## config.mk

```make
export PLATFORM = sky130hd
export DESIGN_NAME = windowed_watchdog_down_counter
export DESIGN_NICKNAME = d
export VERILOG_FILES = /design/src/hw/wdg_pkg.sv /design/src/hw/windowed_watchdog_down_counter.sv
export SDC_FILE = /design/constraint.sdc
export NUM_CORES = 1
export LEC_CHECK = 0
export BUFFER_PORTS_ARGS = -buffer_cell sky130_fd_sc_hd__buf_2
export CAP_MARGIN = 20
export CELL_PAD_IN_SITES_DETAIL_PLACEMENT = 0
export CELL_PAD_IN_SITES_GLOBAL_PLACEMENT = 1
export CORE_ASPECT_RATIO = 1.5
export CORE_UTILIZATION = 31
export CTS_BUF_LIST = sky130_fd_sc_hd__clkbuf_8
export DETAILED_ROUTE_END_ITERATION = 7
export PLACE_DENSITY = 0.58
export SKIP_LAST_GASP = 1
export SLEW_MARGIN = 20
export SYNTH_ARGS = -nofsm -noshare
export SYNTH_HDL_FRONTEND = slang
export SYNTH_SLANG_ARGS = --single-unit
```

## constraint.sdc

```tcl
create_clock -name pclk -period 66.5 [get_ports pclk]
set_input_delay 6.65 -clock pclk [delete_from_list [all_inputs] [get_ports pclk]]
set_output_delay 6.65 -clock pclk [all_outputs]
set_load 0.03 [all_outputs]
```

## src/hw/wdg_pkg.sv

```systemverilog
/*
 * Constants, types and register map of the windowed watchdog down-counter.
 * Assumes a 125 MHz APB clock that also serves as the halved oscillator clock
 * and as the CPU clock used for wake-up delays.
 */
package wdg_pkg;

    // ------------------------------------------------------------------
    // Register map: indices, byte address is four times the index.
    // ------------------------------------------------------------------
    localparam logic [7:0] CTRL_IDX  = 8'h2A;
    localparam logic [7:0] CFG_IDX   = 8'h2B;
    localparam logic [7:0] STAT_IDX  = 8'h2E;
    localparam logic [7:0] TMIN_IDX  = 8'h30;
    localparam logic [7:0] TMAX_IDX  = 8'h31;
    localparam logic [7:0] CTRL_RESET = 8'h7F;

    // Configuration register fields.
    localparam int unsigned CFG_HW_BIT    = 0;
    localparam int unsigned CFG_HALT_BIT  = 1;
    localparam int unsigned CFG_RTC_BIT   = 2;
    localparam int unsigned CFG_TB_LO     = 3;
    localparam int unsigned CFG_LONG_BIT  = 5;
    localparam int unsigned CFG_W         = 6;
    localparam logic [5:0]  CFG_RESET     = 6'h00;

    // ------------------------------------------------------------------
    // Timing.
    // ------------------------------------------------------------------
    localparam int unsigned PRESCALE_CYCLES = 32'h0000_4000;
    localparam logic [12:0] WAKE_SHORT      = 13'h0100;
    localparam logic [12:0] WAKE_LONG       = 13'h1000;
    localparam int unsigned CLK_PERIOD_NS   = 32'h0000_0008;
    localparam int unsigned RESET_PULSE_US  = 32'h0000_001E;
    localparam logic [11:0] PULSE_CYCLES    =
        12'((RESET_PULSE_US * 1000 + CLK_PERIOD_NS - 1) / CLK_PERIOD_NS);

    // Timeout formula constants, indexed by timebase selection.
    localparam logic [31:0] TB_MSB [4] = '{32'h04, 32'h08, 32'h14, 32'h31};
    localparam logic [31:0] TB_LSB [4] = '{32'h3B, 32'h35, 32'h23, 32'h36};
    localparam logic [31:0] TMIN_ADD  = 32'h0000_0080;
    localparam logic [31:0] STEP_MUL  = 32'h0000_0040;
    localparam logic [31:0] TMAX_BASE = 32'h0000_4000;
    localparam logic [31:0] LONG_ADD  = 32'h0000_00C0;

    typedef enum logic [1:0] {
        MODE_RUN,
        MODE_HALT,
        MODE_ACTIVE_HALT,
        MODE_WAKE_DELAY
    } mode_t;

    typedef enum logic [2:0] {
        SEL_NONE,
        SEL_CTRL,
        SEL_CFG,
        SEL_STAT,
        SEL_TMIN,
        SEL_TMAX
    } sel_t;

endpackage

```

## src/hw/windowed_watchdog_down_counter.sv

```systemverilog
/*
 * Windowed watchdog down-counter with APB register access, halt handling
 * and timeout bound readback.
 * Assumes the APB clock is the halved oscillator clock, that halt, wake and
 * interrupt inputs are one-cycle pulses synchronous to pclk, and that the
 * chip reset network watches reset_pin_n.
 */
// How it works
// RULE1 - Software writes keep counter bit six set.
// RULE2 - Counter steps down every 16384 clocks.
// RULE3 - Active step from 40h to 3Fh resets.
// RULE4 - Activation set by software, cleared by reset.
// RULE5 - Inactive watchdog never resets the chip; the code still resets it on halt with the halt-reset option.
// RULE6 - Control register resets to 7Fh.
// RULE7 - Hardware option keeps watchdog always active.
// RULE8 - Slow and wait modes change nothing.
// RULE9 - Plain halt: one step, then frozen.
// RULE10 - External wake: resume after 256/4096 clocks.
// RULE11 - Reset ends plain halt: reset state.
// RULE12 - Halt with halt-reset option resets chip.
// RULE13 - Active-halt freezes, interrupt resumes at once.
// RULE14 - Reset ends active-halt: delayed restart.
// RULE15 - Software reloads counter before halting.
// RULE16 - Timeout bounds use timebase constant pairs.
// RULE17 - Bound formulas with floor divisions.
// RULE18 - Counter runs even when not activated.
// RULE19 - Watchdog reset pulls pin low 30us.
// RULE20 - Activation one, bit six zero forces reset.
// RULE21 - Writes load counter, reads return it.
module windowed_watchdog_down_counter #(
    parameter int unsigned PRESCALE = wdg_pkg::PRESCALE_CYCLES
) (
    input  wire logic        pclk,
    input  wire logic        presetn,
    input  wire logic        psel,
    input  wire logic        penable,
    input  wire logic        pwrite,
    input  wire logic [7:0]  paddr,
    input  wire logic [31:0] pwdata,
    input  wire logic [3:0]  pstrb,
    output logic      [31:0] prdata,
    output logic             pready,
    output logic             pslverr,
    input  wire logic        halt_exec,
    input  wire logic        ext_irq,
    input  wire logic        osc_irq,
    input  wire logic        wake_reset,
    output logic             reset_pin_n,
    output logic             watchdog_active
);

    localparam int unsigned PW = $clog2(PRESCALE) + 1;

    // ------------------------------------------------------------------
    // Functions
    // ------------------------------------------------------------------

    // Maps a byte address onto a register selection.
    function automatic wdg_pkg::sel_t reg_sel(input logic [7:0] addr);
        reg_sel = wdg_pkg::SEL_NONE;
        if (addr[1:0] == 2'h0) begin
            if (addr[7:2] == wdg_pkg::CTRL_IDX[5:0]) begin
                reg_sel = wdg_pkg::SEL_CTRL;
            end else if (addr[7:2] == wdg_pkg::CFG_IDX[5:0]) begin
                reg_sel = wdg_pkg::SEL_CFG;
            end else if (addr[7:2] == wdg_pkg::STAT_IDX[5:0]) begin
                reg_sel = wdg_pkg::SEL_STAT;
            end else if (addr[7:2] == wdg_pkg::TMIN_IDX[5:0]) begin
                reg_sel = wdg_pkg::SEL_TMIN;
            end else if (addr[7:2] == wdg_pkg::TMAX_IDX[5:0]) begin
                reg_sel = wdg_pkg::SEL_TMAX;
            end
        end
    endfunction

    // Timeout bound in half-oscillator periods for a step count.
    function automatic logic [31:0] timeout(
        input logic [5:0] steps,
        input logic [1:0] tb,
        input logic       upper
    );
        logic [31:0] msb;
        logic [31:0] lsb;
        logic [31:0] c;
        logic [31:0] q;
        logic [31:0] base;
        logic        short_range;
        msb  = wdg_pkg::TB_MSB[tb];                                 // see RULE16
        lsb  = wdg_pkg::TB_LSB[tb];
        c    = {26'h0, steps};
        q    = (c * 32'h4) / msb;                                   // see RULE17
        base = upper ? wdg_pkg::TMAX_BASE
                     : (lsb + wdg_pkg::TMIN_ADD) * wdg_pkg::STEP_MUL;
        short_range = upper ? (c <= msb / 32'h4) : (c < msb / 32'h4);
        if (short_range) begin
            timeout = base + wdg_pkg::TMAX_BASE * c;
        end else begin
            timeout = base + wdg_pkg::TMAX_BASE * (c - q)
                    + (wdg_pkg::LONG_ADD + lsb) * wdg_pkg::STEP_MUL * q;
        end
    endfunction

    // ------------------------------------------------------------------
    // State
    // ------------------------------------------------------------------
    logic                   act_q;
    logic                   act_d;
    logic [6:0]             cnt_q;
    logic [6:0]             cnt_d;
    logic [PW-1:0]          presc_q;
    logic [PW-1:0]          presc_d;
    wdg_pkg::mode_t         mode_q;
    wdg_pkg::mode_t         mode_d;
    logic [12:0]            dly_q;
    logic [12:0]            dly_d;
    logic [11:0]            pulse_q;
    logic [11:0]            pulse_d;
    logic [wdg_pkg::CFG_W-1:0] cfg_q;
    logic [wdg_pkg::CFG_W-1:0] cfg_d;
    logic                   pin_d;
    logic                   active_d;
    logic [31:0]            prdata_d;
    logic                   pready_d;
    logic                   pslverr_d;

    logic                   active;
    logic                   fire;
    logic                   setup;
    logic                   wr_en;
    wdg_pkg::sel_t          sel;
    logic [12:0]            wake_len;
    logic [1:0]             tb;

    // Bus phase and watchdog enable decoding.
    assign sel      = reg_sel(paddr);
    assign setup    = psel & ~penable;
    assign wr_en    = psel & penable & pready & pwrite & pstrb[0];
    assign active   = act_q | cfg_q[wdg_pkg::CFG_HW_BIT];               // see RULE7
    assign tb       = cfg_q[wdg_pkg::CFG_TB_LO +: 2];
    assign wake_len = cfg_q[wdg_pkg::CFG_LONG_BIT] ? wdg_pkg::WAKE_LONG
                                                   : wdg_pkg::WAKE_SHORT;

    // ------------------------------------------------------------------
    // Watchdog core
    // ------------------------------------------------------------------

    // Next state of counter, prescaler, mode, wake delay and reset pulse.
    // Slow and wait modes have no input here: counting goes on as in run.
    always_comb begin
        act_d   = act_q;
        cnt_d   = cnt_q;
        presc_d = presc_q;
        mode_d  = mode_q;
        dly_d   = dly_q;
        pulse_d = pulse_q;
        cfg_d   = cfg_q;
        fire    = 1'b0;

        // Free-running decrement, whatever the activation state.
        if (mode_q == wdg_pkg::MODE_RUN) begin                          // see RULE8
            if (presc_q == PW'(PRESCALE - 1)) begin                     // see RULE2
                presc_d = '0;
                cnt_d   = cnt_q - 7'h01;                                // see RULE18
                if (active && cnt_q == 7'h40) begin                     // see RULE3
                    fire = 1'b1;                                        // see RULE5
                end
            end else begin
                presc_d = presc_q + PW'(1);
            end
        end

        // Software access to the control and configuration registers.
        if (wr_en && sel == wdg_pkg::SEL_CTRL) begin
            act_d = act_q | pwdata[7];                                  // see RULE4
            cnt_d = pwdata[6:0];                                        // see RULE21
            if (!pwdata[6] && (pwdata[7] || active)) begin              // see RULE20
                fire = 1'b1;                                            // see RULE1
            end
        end
        if (wr_en && sel == wdg_pkg::SEL_CFG) begin
            cfg_d = pwdata[wdg_pkg::CFG_W-1:0];
        end

        // Halt entry, wake-up and wake delay sequencing.
        unique case (mode_q)
            wdg_pkg::MODE_RUN: begin
                if (halt_exec) begin
                    if (cfg_q[wdg_pkg::CFG_RTC_BIT]) begin
                        mode_d = wdg_pkg::MODE_ACTIVE_HALT;             // see RULE13
                        cnt_d  = cnt_q;
                    end else if (cfg_q[wdg_pkg::CFG_HALT_BIT]) begin
                        fire = 1'b1;                                    // see RULE12
                    end else begin
                        mode_d  = wdg_pkg::MODE_HALT;                   // see RULE9
                        cnt_d   = cnt_q - 7'h01;
                        presc_d = '0;
                    end
                end
            end
            wdg_pkg::MODE_HALT: begin
                if (wake_reset) begin
                    act_d   = 1'b0;                                     // see RULE11
                    cnt_d   = wdg_pkg::CTRL_RESET[6:0];
                    presc_d = '0;
                    mode_d  = wdg_pkg::MODE_RUN;
                end else if (ext_irq) begin
                    mode_d = wdg_pkg::MODE_WAKE_DELAY;                  // see RULE10
                    dly_d  = wake_len;
                end
            end
            wdg_pkg::MODE_ACTIVE_HALT: begin
                if (wake_reset) begin
                    act_d   = 1'b0;
                    cnt_d   = wdg_pkg::CTRL_RESET[6:0];
                    presc_d = '0;
                    mode_d  = wdg_pkg::MODE_WAKE_DELAY;                 // see RULE14
                    dly_d   = wake_len;
                end else if (ext_irq || osc_irq) begin
                    mode_d = wdg_pkg::MODE_RUN;                         // see RULE13
                end
            end
            wdg_pkg::MODE_WAKE_DELAY: begin
                dly_d = dly_q - 13'h0001;
                if (dly_q == 13'h0001) begin
                    mode_d = wdg_pkg::MODE_RUN;
                end
            end
        endcase

        // Reset pulse; a new cause during a pulse is absorbed by it.
        if (pulse_q != 12'h000) begin
            pulse_d = pulse_q - 12'h001;
        end else if (fire) begin
            pulse_d = wdg_pkg::PULSE_CYCLES;                            // see RULE19
            act_d   = 1'b0;                                             // see RULE6
            cnt_d   = wdg_pkg::CTRL_RESET[6:0];
            presc_d = '0;
            mode_d  = wdg_pkg::MODE_RUN;
        end

        pin_d    = (pulse_d == 12'h000);
        active_d = act_d | cfg_d[wdg_pkg::CFG_HW_BIT];
    end

    // Core registers.
    always_ff @(posedge pclk or negedge presetn) begin
        if (!presetn) begin
            act_q           <= 1'b0;
            cnt_q           <= wdg_pkg::CTRL_RESET[6:0];
            presc_q         <= '0;
            mode_q          <= wdg_pkg::MODE_RUN;
            dly_q           <= 13'h0000;
            pulse_q         <= 12'h000;
            cfg_q           <= wdg_pkg::CFG_RESET;
            reset_pin_n     <= 1'b1;
            watchdog_active <= 1'b0;
        end else begin
            act_q           <= act_d;
            cnt_q           <= cnt_d;
            presc_q         <= presc_d;
            mode_q          <= mode_d;
            dly_q           <= dly_d;
            pulse_q         <= pulse_d;
            cfg_q           <= cfg_d;
            reset_pin_n     <= pin_d;
            watchdog_active <= active_d;
        end
    end

    // ------------------------------------------------------------------
    // APB slave
    // ------------------------------------------------------------------

    // Read data and answer are prepared in the setup cycle, one wait-free
    // access phase follows. Unmapped addresses answer with an error.
    always_comb begin
        prdata_d  = 32'h0000_0000;
        pready_d  = setup;
        pslverr_d = setup & (sel == wdg_pkg::SEL_NONE);
        if (setup && !pwrite) begin
            unique case (sel)
                wdg_pkg::SEL_CTRL: prdata_d = {24'h0, act_q, cnt_q};    // see RULE21
                wdg_pkg::SEL_CFG:  prdata_d = {26'h0, cfg_q};
                wdg_pkg::SEL_STAT: prdata_d = {28'h0, pulse_q != 12'h000,
                                               active, mode_q};
                wdg_pkg::SEL_TMIN: prdata_d = timeout(cnt_q[5:0], tb, 1'b0);
                wdg_pkg::SEL_TMAX: prdata_d = timeout(cnt_q[5:0], tb, 1'b1);
                wdg_pkg::SEL_NONE: prdata_d = 32'h0000_0000;
                default:           prdata_d = 32'h0000_0000;
            endcase
        end
    end

    // Bus registers.
    always_ff @(posedge pclk or negedge presetn) begin
        if (!presetn) begin
            prdata  <= 32'h0000_0000;
            pready  <= 1'b0;
            pslverr <= 1'b0;
        end else begin
            prdata  <= prdata_d;
            pready  <= pready_d;
            pslverr <= pslverr_d;
        end
    end

endmodule

```

==> Flow_metrics.wiki, run 1 <==
{| class="wikitable"
! Metric !! Value
|-
| Status || complete, no violations
|-
| Max Clock Freq || 16.0 MHz
|-
| Total length of routed wires || 124000 um
|-
| Period utilisation layout || 0.940
|-
| Endpoint required time on the critical path || 66.77 ns
|-
| Transition time of the tightest slew-check pin || 1.04 ns
|-
| Total of buffers placed on input and output ports || 61
|-
| Proportion of register bits with asynchronous set or reset after synthesis || 1.00
|-
| Detail Route Antenna Nets || 0
|-
| Most instantiated flip-flop cell in the synthesis netlist || sky130_fd_sc_hd__dfrtp_1
|-
| Detailed placement HPWL || 105000 um
|-
| Average instance area after synthesis || 7.22 um2
|-
| Standard-cell row count || 145
|-
| Arrival time at the worst endpoint || 62.76 ns
|-
| Delay of the slowest critical-path stage || 0.62 ns
|-
| Seq/Total Area, Yosys || 0.0709
|-
| Number of pins with negative max-slew slack in the final report || 0
|-
| Die Footprint || 106000 um2
|-
| DRC Markers || 0
|-
| Seq cells post-synth || 92
|-
| Clock root buffer master || sky130_fd_sc_hd__clkbuf_8
|-
| P&R area growth vs syn || 15.3%
|-
| Clock transition at path regs || 0.12 ns
|-
| Number of flops mapped to enable cells by yosys || 0
|-
| Post-CTS Hold Fix Bufs || 0
|-
| Clock Sinks || 92
|-
| Vias per inst || 5.52
|-
| Via count of the first global-routing pass || 35000
|-
| Path type of the worst min-delay path || reg -> reg
|-
| Critical-path top delay cell || sky130_fd_sc_hd__or4b_4
|-
| Fraction of met2 tracks used by global routing || 0.489
|-
| Critical path fanouts, max || 17
|-
| Number of cells produced by synthesis || 4516
|-
| Pin count of the biggest net entering global routing || 48
|-
| TritonCTS clock tree || built
|-
| Insertion delay of the later-clocked pin in the worst-skew pair || 0.40 ns
|-
| Most common cell in the synthesized netlist || sky130_fd_sc_hd__nand2_1
|-
| Worst clock skew || 0.0269 ns
|-
| Core footprint || 104000 um2
|-
| Most frequent cells after synthesis || sky130_fd_sc_hd__nand2_1 (456), sky130_fd_sc_hd__nor2_1 (423), sky130_fd_sc_hd__inv_1 (382)
|-
| Total number of vias || 34100
|-
| Count of max-cap constraint violations || 0
|-
| Share of post-route cells with drive strength above 1 || 0.156
|-
| Iter 0 DRT Violations || 1548
|-
| Synthesis Warnings || 0
|-
| Total congestion overflow || 0
|-
| Detailed-routing iteration count for the pre-antenna-repair pass || 6
|-
| Antenna violations before repair || 1
|-
| Element type at the critical path start || flip-flop
|-
| Number of inserted filler cells in the final layout || 11400
|-
| Mean routed wirelength per cell || 20.1 um
|-
| Cell type with the largest total area after synthesis || sky130_fd_sc_hd__ha_1
|-
| Top area cells in the synthesized netlist || sky130_fd_sc_hd__ha_1 (11%), sky130_fd_sc_hd__fa_1 (8.4%), sky130_fd_sc_hd__dfrtp_1 (6.4%)
|-
| Clock buffers created by TritonCTS || 9
|-
| Sum of negative setup slack || 0 ns
|-
| Final Hold Violating Endpoints || 0
|-
| Grt met3 use || 0.0103
|-
| Number of nets in the layout || 5261
|-
| Starting utilization of the core area || 0.313
|-
| Bufs on Longest Clock Path || 2
|-
| First-pass GRT wire length || 194000 um
|-
| Die outline width || 267 um
|-
| Last weighted congestion value of the routability-driven placer || 0.907
|-
| Critical setup path kind || reg -> reg
|-
| Overall Global Routing Usage || 0.229
|-
| Share of the synthesized area in the top cell type || 0.112
|-
| Vert. Die Dim || 399 um
|-
| Layer with the highest usage after global routing || met2
|-
| Number of ports placed on the die boundary || 89
|-
| Cell with the most instances on the worst path || sky130_fd_sc_hd__ha_1
|-
| Post-synth cell types || 146
|-
| Normalized max-slew margin || 0.302
|-
| Summed instance area of the synthesized netlist || 32600 um2
|-
| Final setup viols || 0
|-
| Global routing met1 resource utilization || 0.224
|-
| H-tree lvl count || 3
|-
| Critical path capture point type || flip-flop
|-
| Post-layout minimum cycle time || 62.49 ns
|}
cell type report:
class / instances / area (um2) / share of cell area
tap: 1396 / 1750 / 0.0465
multi-input combinational: 3920 / 29200 / 0.778
timing repair buffer: 356 / 2570 / 0.0683
inverter: 402 / 1520 / 0.0406
clock inverter: 7 / 76.3 / 0.00203
antenna: 2 / 5.00 / 0.000133
sequential: 92 / 2320 / 0.0617
clock buffer: 9 / 124 / 0.00330
critical path: cells and delay by family (launching register included):
kind | cells | cell delay [ns]
AO/OA/AOI/OAI | 112 | 20.15
AND/OR/NAND/NOR | 125 | 19.67
adder cells (fa/ha/maj) | 37 | 11.81
buffers and inverters | 38 | 5.10
multiplexers | 9 | 2.59
XOR/XNOR | 14 | 2.32
flip-flops | 1 | 0.58
placed cells by master (no fill, tap or decap), types with 51 or more instances in the layout:
cell,instances
sky130_fd_sc_hd__and3_1,68
sky130_fd_sc_hd__dfrtp_1,82
sky130_fd_sc_hd__xnor2_1,215
sky130_fd_sc_hd__inv_1,380
sky130_fd_sc_hd__buf_2,60
sky130_fd_sc_hd__a21oi_1,252
sky130_fd_sc_hd__nand4_1,68
sky130_fd_sc_hd__a31oi_1,69
sky130_fd_sc_hd__nor3_1,115
sky130_fd_sc_hd__nand2b_1,51
sky130_fd_sc_hd__nand3_1,127
sky130_fd_sc_hd__nor2_1,413
sky130_fd_sc_hd__nand2_1,442
sky130_fd_sc_hd__o21ai_0,213
sky130_fd_sc_hd__fa_1,136
sky130_fd_sc_hd__or3_1,54
sky130_fd_sc_hd__buf_4,289
sky130_fd_sc_hd__xor2_1,112
sky130_fd_sc_hd__a21o_1,75
sky130_fd_sc_hd__ha_1,280
registers in the layout, indices dropped and copies added (netlist names):
name             count
cfg_q                6
presc_q             15
pulse_q             12
act_q                1
pslverr              1
dly_q               13
cnt_q                7
prdata              32
watchdog_active      1
mode_q               2
reset_pin_n          1
pready               1
routing by layer:
| layer | part of all wire | vias up |
|---|---|---|
| met1 | 0.37 | 16500 |
| li1 | - | 16900 |
| met4 | 0.041 | 0 |
| met5 | 0 | - |
| met3 | 0.013 | 220 |
| met2 | 0.58 | 490 |
through the flow:
step | instance area (um2) | util | cells | hold WS (ns) | setup slack [ns]
floorplan | 33000 | - | 4538 | 0.480 | 0.0178
global placement | 36500 | 0.350 | 6133 | 0.514 | -0.108
detailed placement | 36500 | 0.350 | 6133 | 0.507 | -0.214
CTS | 36700 | 0.352 | 6150 | 0.528 | 0.0734
global route | 37600 | 0.361 | 6182 | 0.549 | -0.187
finish | 37600 | 0.361 | 6184 | 0.526 | 4.01
path summary, 6_finish.rpt:
kind / start / endpoint / slack (ns) / cells past startpoint
setup / recovery: cfg_q[3]$_DFFE_PN0P_ / prdata[31]$_DFF_PN0_ / 4.01 / 335
hold / removal: pulse_q[4]$_DFF_PN0_ / pulse_q[4]$_DFF_PN0_ / 0.53 / 1
setup reg to reg: cfg_q[3]$_DFFE_PN0P_ / prdata[31]$_DFF_PN0_ / 4.01 / 335
hold reg to reg: pulse_q[4]$_DFF_PN0_ / pulse_q[4]$_DFF_PN0_ / 0.53 / 1
max in group asynchronous: presetn / cfg_q[3]$_DFFE_PN0P_ / 59.15 / 2
min in group asynchronous: presetn / pulse_q[5]$_DFF_PN0_ / 6.25 / 1
cells by family after synthesis:
group / share of synthesized area
AOI/OAI and AO/OA: 0.282
xor gates and xnor gates: 0.0910
adders and majority gates: 0.196
buffers and inverters: 0.0626
DFF: 0.0709
muxes: 0.0246
other: 0.000115
and+or+nand+nor: 0.274
repair_timing:
item,4_1_cts,5_1_grt
cloned,0,0
resized for setup,5,152
pin swaps,1,57
endpoints found under the setup margin,2,22
buffers inserted,1,32
Power of run 1 is not shown: default switching activity piles up to over one toggle a cycle in this logic, so the estimate is an artifact.
==> run 2, diff against run 1 <==
- CAP_MARGIN: 20 -> not set
- CELL_PAD_IN_SITES_DETAIL_PLACEMENT: 0 -> 1
==> Flow_metrics.wiki, run 2 (synthesis gave the netlist of run 1 again) <==
{| class="wikitable"
! Metric !! Value
|-
| Overall Global Routing Usage || 0.238 (was 0.229)
|-
| Worst Hold Launch || pulse_q[4]$_DFF_PN0_ (unchanged)
|-
| Antenna violations before repair || 0 (was 1)
|-
| Final Cell Area || 37700 um2 (was 37600 um2)
|-
| Count of max-cap constraint violations || 0 (unchanged)
|-
| Regs by FF count || prdata (32), presc_q (15), dly_q (13) (unchanged)
|-
| Sum of negative setup slack || 0 ns (unchanged)
|-
| Core footprint || 104000 um2 (unchanged)
|-
| Critical path capture point type || flip-flop (unchanged)
|-
| Die Footprint || 106000 um2 (unchanged)
|-
| Starting utilization of the core area || 0.313 (unchanged)
|-
| Post-layout minimum cycle time || 62.52 ns (was 62.49 ns)
|-
| Post-placement worst setup slack || -0.878 ns (was -0.214 ns)
|-
| Critical setup path kind || reg -> reg (unchanged)
|-
| Endpoint required time on the critical path || 66.77 ns (about the same)
|-
| H-tree lvl count || 3 (unchanged)
|-
| Critical-path top delay cell || sky130_fd_sc_hd__or4b_4 (unchanged)
|-
| Vert. Die Dim || 399 um (unchanged)
|-
| Clock Sinks || 92 (unchanged)
|-
| Final setup viols || 0 (unchanged)
|-
| TritonCTS clock tree || built (unchanged)
|-
| Total length of routed wires || 129000 um (was 124000 um)
|-
| Share of post-route cells with drive strength above 1 || 0.159 (was 0.156)
|-
| Normalized max-slew margin || 0.238 (was 0.302)
|-
| Total routed wire length on the met1 layer || 46500 um (was 45500 um)
|-
| Delay of the slowest critical-path stage || 0.61 ns (was 0.62 ns)
|-
| Hold Path Stages || 1 (unchanged)
|-
| Max Clock Freq || 16.0 MHz (about the same)
|-
| Depth of the most critical reg-to-reg path || 326 (was 335)
|-
| Worst reg2reg setup slack || 3.98 ns (was 4.01 ns)
|-
| Critical path fanouts, max || 23 (was 17)
|-
| P&R area growth vs syn || 15.7% (was 15.3%)
|-
| Path type of the worst min-delay path || reg -> reg (unchanged)
|-
| Number of nets in the layout || 5268 (was 5261)
|-
| Mean routed wirelength per cell || 20.8 um (was 20.1 um)
|-
| Insertion delay of the later-clocked pin in the worst-skew pair || 0.40 ns (about the same)
|-
| Most used cells in the layout excluding fill and tap cells || sky130_fd_sc_hd__nand2_1 (442), sky130_fd_sc_hd__nor2_1 (411), sky130_fd_sc_hd__inv_1 (380), sky130_fd_sc_hd__buf_4 (296), sky130_fd_sc_hd__ha_1 (281) (was sky130_fd_sc_hd__nand2_1 (442), sky130_fd_sc_hd__nor2_1 (413), sky130_fd_sc_hd__inv_1 (380), sky130_fd_sc_hd__buf_4 (289), sky130_fd_sc_hd__ha_1 (280))
|-
| Total of buffers placed on input and output ports || 61 (unchanged)
|-
| Setup WS post-layout || 3.98 ns (was 4.01 ns)
|-
| Pin count of the biggest net entering global routing || 48 (unchanged)
|-
| Clock transition at path regs || 0.12 ns (about the same)
|-
| Standard-cell row count || 145 (unchanged)
|-
| First-pass GRT wire length || 203000 um (was 194000 um)
|-
| Detailed placement HPWL || 110000 um (was 105000 um)
|-
| Final Hold Violating Endpoints || 0 (unchanged)
|-
| Detailed-routing iteration count for the pre-antenna-repair pass || 5 (was 6)
|-
| Die outline width || 267 um (unchanged)
|-
| Clock buffers created by TritonCTS || 9 (unchanged)
|-
| Multi-input combinational cell area || 29300 um2 (was 29200 um2)
|-
| Startpoint of the lowest-slack register-to-register path || cfg_q[3]$_DFFE_PN0P_ (unchanged)
|-
| Vias per inst || 5.64 (was 5.52)
|-
| Most common cell after layout, fill and taps aside || sky130_fd_sc_hd__nand2_1 (unchanged)
|-
| Bufs on Longest Clock Path || 2 (unchanged)
|-
| Worst flop-to-flop path endpoint || prdata[31]$_DFF_PN0_ (unchanged)
|-
| Transition time of the tightest slew-check pin || 1.14 ns (was 1.04 ns)
|-
| Element type at the critical path start || flip-flop (unchanged)
|-
| Highest routed layer || met4 (unchanged)
|-
| Arrival time at the worst endpoint || 62.79 ns (was 62.76 ns)
|-
| Placement-stage cell area || 36500 um2 (unchanged)
|-
| Number of inserted filler cells in the final layout || 13000 (was 11400)
|-
| Post-CTS Hold Fix Bufs || 0 (unchanged)
|-
| Hold Crit Endpoint || pulse_q[4]$_DFF_PN0_ (unchanged)
|-
| Routed length on met3 || 1190 um (was 1650 um)
|-
| Status || complete, no violations (unchanged)
|-
| Period utilisation layout || 0.940 (about the same)
|-
| Total number of vias || 34900 (was 34100)
|-
| Worst hold slack after final layout || 0.528 ns (was 0.526 ns)
|-
| Total congestion overflow || 0 (unchanged)
|-
| CP delay by family, top || simple AND/OR/NAND/NOR gates (was compound AO/OA/AOI/OAI gates)
|-
| Last weighted congestion value of the routability-driven placer || 0.907 (unchanged)
|-
| Detail Route met2 WL || 75800 um (was 72200 um)
|-
| Buffering stage count on the worst path with inverters included || 38 (unchanged)
|-
| Clock root buffer master || sky130_fd_sc_hd__clkbuf_8 (unchanged)
|-
| Worst clock skew || 0.0252 ns (was 0.0269 ns)
|-
| Cell with the most instances on the worst path || sky130_fd_sc_hd__ha_1 (unchanged)
|-
| Footprint of the flip-flops and latches || 2320 um2 (unchanged)
|-
| DRC Markers || 0 (unchanged)
|-
| Iter 0 DRT Violations || 1190 (was 1548)
|-
| Number of pins with negative max-slew slack in the final report || 0 (unchanged)
|-
| Number of ports placed on the die boundary || 89 (unchanged)
|-
| Flip-flop count of the largest register, all copies and words added || 32 (unchanged)
|-
| Detail Route Antenna Nets || 0 (unchanged)
|-
| Register ranked first by flip-flop count || prdata (unchanged)
|-
| Via count of the first global-routing pass || 37500 (was 35000)
|}
## run 2: changes by cell type in the layout (fill, tap and decap cells not counted), moves of 3 or more
| cell | previous run | this run |
|---|---|---|
| sky130_fd_sc_hd__buf_4 | 289 | 296 |
| sky130_fd_sc_hd__o21ai_0 | 213 | 210 |
| sky130_fd_sc_hd__o21ai_1 | 42 | 45 |
| sky130_fd_sc_hd__xnor2_1 | 215 | 212 |
| sky130_fd_sc_hd__xnor2_2 | 7 | 10 |
## run 2: worst max path at each step
| stage | from | endpoint | slack (ns) | cells past startpoint |
|---|---|---|---|---|
| finish | cfg_q[3]$_DFFE_PN0P_ | prdata[31]$_DFF_PN0_ | 3.98 | 326 |
| global route | cfg_q[3]$_DFFE_PN0P_ | prdata[31]$_DFF_PN0_ | -0.14 | 341 |
| CTS | cfg_q[3]$_DFFE_PN0P_ | prdata[31]$_DFF_PN0_ | 0.08 | 341 |
| detailed placement | cfg_q[3]$_DFFE_PN0P_ | prdata[31]$_DFF_PN0_ | -0.88 | 338 |
| global placement | cfg_q[3]$_DFFE_PN0P_ | prdata[31]$_DFF_PN0_ | -0.11 | 337 |
| floorplan | cfg_q[4]$_DFFE_PN0P_ | prdata[31]$_DFF_PN0_ | 0.02 | 363 |
## run 2: per-stage QoR
step | cells | util
after detailed placement | 6133 | 0.350
after global placement | 6133 | 0.350
after CTS | 6150 | 0.353
after floorplan | 4538 | -
final | 6191 | 0.362
after global routing | 6189 | 0.362
## run 2: repair_timing
item	CTS	global route
buffers inserted	1	39
endpoints found under the setup margin	5	22
resized for setup	19	153
pin swaps	1	47
## run 2: layer usage
metal / up-vias / track usage
met5: - / 0
met4: 0 / 0.0911
met3: 241 / 0.00935
met2: 378 / 0.516
met1: 17400 / 0.227
li1: 16900 / -
## run 2: area by class of cell
type                            instances  area share
Antenna cell                            2    0.000133
Clock buffer                            9     0.00328
Sequential cell                        92      0.0614
Multi-Input combinational cell       3920       0.777
Clock inverter                          7     0.00212
Inverter                              402      0.0404
Tap cell                             1396      0.0463
Timing Repair Buffer                  363      0.0697
Power of run 2 is left out for the same reason.
==> run 3, diff against run 2 <==
- CORE_UTILIZATION: 31 -> 45
- CTS_CLUSTER_SIZE: not set -> 20
- PLACE_DENSITY: 0.58 -> 0.79
==> Flow_metrics.wiki, run 3 (synthesis gave the netlist of run 1 again) <==
{| class="wikitable"
! Metric !! Value
|-
| Status || complete, no violations (unchanged)
|-
| Last weighted congestion value of the routability-driven placer || 0.967 (was 0.907)
|-
| Clock root buffer master || sky130_fd_sc_hd__clkbuf_8 (unchanged)
|-
| Depth of the most critical reg-to-reg path || 332 (was 326)
|-
| First-pass GRT wire length || 193000 um (was 203000 um)
|-
| Starting utilization of the core area || 0.456 (was 0.313)
|-
| Final setup viols || 0 (unchanged)
|-
| Via count of the first global-routing pass || 38100 (was 37500)
|-
| Die Footprint || 73500 um2 (was 106000 um2)
|-
| Vias per inst || 6.32 (was 5.64)
|-
| Delay of the slowest critical-path stage || 0.60 ns (was 0.61 ns)
|-
| Detailed placement HPWL || 100000 um (was 110000 um)
|-
| Flip-flop count of the largest register, all copies and words added || 32 (unchanged)
|-
| Fraction of the core area covered by cells at the end of the flow || 0.518 (was 0.362)
|-
| Standard-cell row count || 120 (was 145)
|-
| Clock transition at path regs || 0.12 ns (about the same)
|-
| Iter 0 DRT Violations || 1623 (was 1190)
|-
| Transition time of the tightest slew-check pin || 0.994 ns (was 1.14 ns)
|-
| Element type at the critical path start || flip-flop (unchanged)
|-
| Hold Path Stages || 1 (unchanged)
|-
| P&R area growth vs syn || 13.6% (was 15.7%)
|-
| Vert. Die Dim || 332 um (was 399 um)
|-
| Detail Route Antenna Nets || 0 (unchanged)
|-
| Critical path capture point type || flip-flop (unchanged)
|-
| Total congestion overflow || 0 (unchanged)
|-
| Total of buffers placed on input and output ports || 61 (unchanged)
|-
| Worst reg2reg setup slack || 3.08 ns (was 3.98 ns)
|-
| TritonCTS clock tree || built (unchanged)
|-
| Endpoint required time on the critical path || 66.75 ns (was 66.77 ns)
|-
| Mean routed wirelength per cell || 21.5 um (was 20.8 um)
|-
| DRC Markers || 0 (unchanged)
|-
| Share of post-route cells with drive strength above 1 || 0.156 (was 0.159)
|-
| Total length of routed wires || 122000 um (was 129000 um)
|-
| Critical-path top delay cell || sky130_fd_sc_hd__or4b_4 (unchanged)
|-
| Die outline width || 222 um (was 267 um)
|-
| Total number of vias || 36000 (was 34900)
|-
| Period utilisation layout || 0.954 (was 0.940)
|-
| Post-layout minimum cycle time || 63.42 ns (was 62.52 ns)
|-
| Critical setup path kind || reg -> reg (unchanged)
|-
| Insertion delay of the later-clocked pin in the worst-skew pair || 0.40 ns (about the same)
|-
| Cell with the most instances on the worst path || sky130_fd_sc_hd__ha_1 (unchanged)
|-
| Antenna violations before repair || 3 (was 0)
|-
| Normalized max-slew margin || 0.337 (was 0.238)
|-
| Worst clock skew || 0.0242 ns (was 0.0252 ns)
|-
| Path type of the worst min-delay path || reg -> reg (unchanged)
|-
| Count of max-cap constraint violations || 0 (unchanged)
|-
| Clock buffers created by TritonCTS || 9 (unchanged)
|-
| Clock Sinks || 92 (unchanged)
|-
| Bufs on Longest Clock Path || 2 (unchanged)
|-
| Overall Global Routing Usage || 0.318 (was 0.238)
|-
| Number of nets in the layout || 5241 (was 5268)
|-
| Most used cells in the layout excluding fill and tap cells || sky130_fd_sc_hd__nand2_1 (443), sky130_fd_sc_hd__nor2_1 (412), sky130_fd_sc_hd__inv_1 (380), sky130_fd_sc_hd__ha_1 (273), sky130_fd_sc_hd__buf_4 (266) (was sky130_fd_sc_hd__nand2_1 (442), sky130_fd_sc_hd__nor2_1 (411), sky130_fd_sc_hd__inv_1 (380), sky130_fd_sc_hd__buf_4 (296), sky130_fd_sc_hd__ha_1 (281))
|-
| Number of pins with negative max-slew slack in the final report || 0 (unchanged)
|-
| H-tree lvl count || 3 (unchanged)
|-
| Core footprint || 71500 um2 (was 104000 um2)
|-
| Arrival time at the worst endpoint || 63.67 ns (was 62.79 ns)
|-
| Regs by FF count || prdata (32), presc_q (15), dly_q (13) (unchanged)
|-
| Max Clock Freq || 15.8 MHz (was 16.0 MHz)
|-
| Critical path fanouts, max || 20 (was 23)
|-
| Most common cell after layout, fill and taps aside || sky130_fd_sc_hd__nand2_1 (unchanged)
|-
| Pin count of the biggest net entering global routing || 77 (was 48)
|-
| Final Hold Violating Endpoints || 0 (unchanged)
|-
| Detailed-routing iteration count for the pre-antenna-repair pass || 7 (was 5)
|-
| Number of inserted filler cells in the final layout || 9230 (was 13000)
|-
| Register ranked first by flip-flop count || prdata (unchanged)
|-
| Number of ports placed on the die boundary || 89 (unchanged)
|}
run 3: layout make-up:
type                       count  area, um2  area share
sequential                    92       2310      0.0625
tap                          915       1140      0.0309
antenna                        4       10.0    0.000270
inverter                     402       1520      0.0410
clock inverter                 7       76.3     0.00206
clock buffer                   9        124     0.00335
multi-input combinational   3920      29400       0.794
timing repair buffer         336       2460      0.0664
run 3: final timing paths:
check	startpoint	to
setup / recovery	cfg_q[3]$_DFFE_PN0P_	prdata[31]$_DFF_PN0_
hold / removal	pulse_q[4]$_DFF_PN0_	pulse_q[4]$_DFF_PN0_
setup reg to reg	cfg_q[3]$_DFFE_PN0P_	prdata[31]$_DFF_PN0_
hold reg to reg	pulse_q[4]$_DFF_PN0_	pulse_q[4]$_DFF_PN0_
max in group asynchronous	presetn	presc_q[13]$_DFF_PN0_
min in group asynchronous	presetn	pready$_DFF_PN0_
run 3: critical path, delay by kind of cell (launching register included):
family | cells | cell delay (ns)
buffers and inverters | 40 | 5.02
DFF | 1 | 0.45
and+or+nand+nor | 126 | 21.47
muxes | 9 | 2.81
adders and majority gates | 37 | 11.99
xor gates and xnor gates | 12 | 2.04
AOI/OAI and AO/OA | 108 | 19.26
run 3: repair_timing:
| action | in CTS | in global routing |
|---|---|---|
| buffers inserted | 8 | 46 |
| hold buffers | 0 | 0 |
| gates cloned | 0 | 1 |
| setup endpoints to repair | 10 | 21 |
| gates resized for setup | 33 | 148 |
| endpoints found under the hold margin | 0 | 0 |
| pin swaps | 7 | 53 |
run 3: routing by layer:
layer  global-route usage  wire, um  part of all wire  vias up
li1                     -         -                 -    16900
met1                0.310     43600              0.36    17800
met2                0.641     67600              0.55      811
met3               0.0233      3030             0.025      427
met4                0.192      8160             0.067        0
met5                    0         0                 0        -
run 3: metrics by stage:
step                      hold WS (ns)  TNS, ns  setup slack [ns]  std cells  cell area, um2
after global placement           0.508   -0.220            -0.220       5610           35600
after global routing             0.561   -0.840            -0.546       5682           37000
after detailed placement         0.514    -7.48             -1.72       5610           35600
after floorplan                  0.480        0            0.0178       4538           33000
final                            0.529        0              3.08       5685           37000
after CTS                        0.532        0            0.0359       5634           36000
Power of run 3 is left out for the same reason.
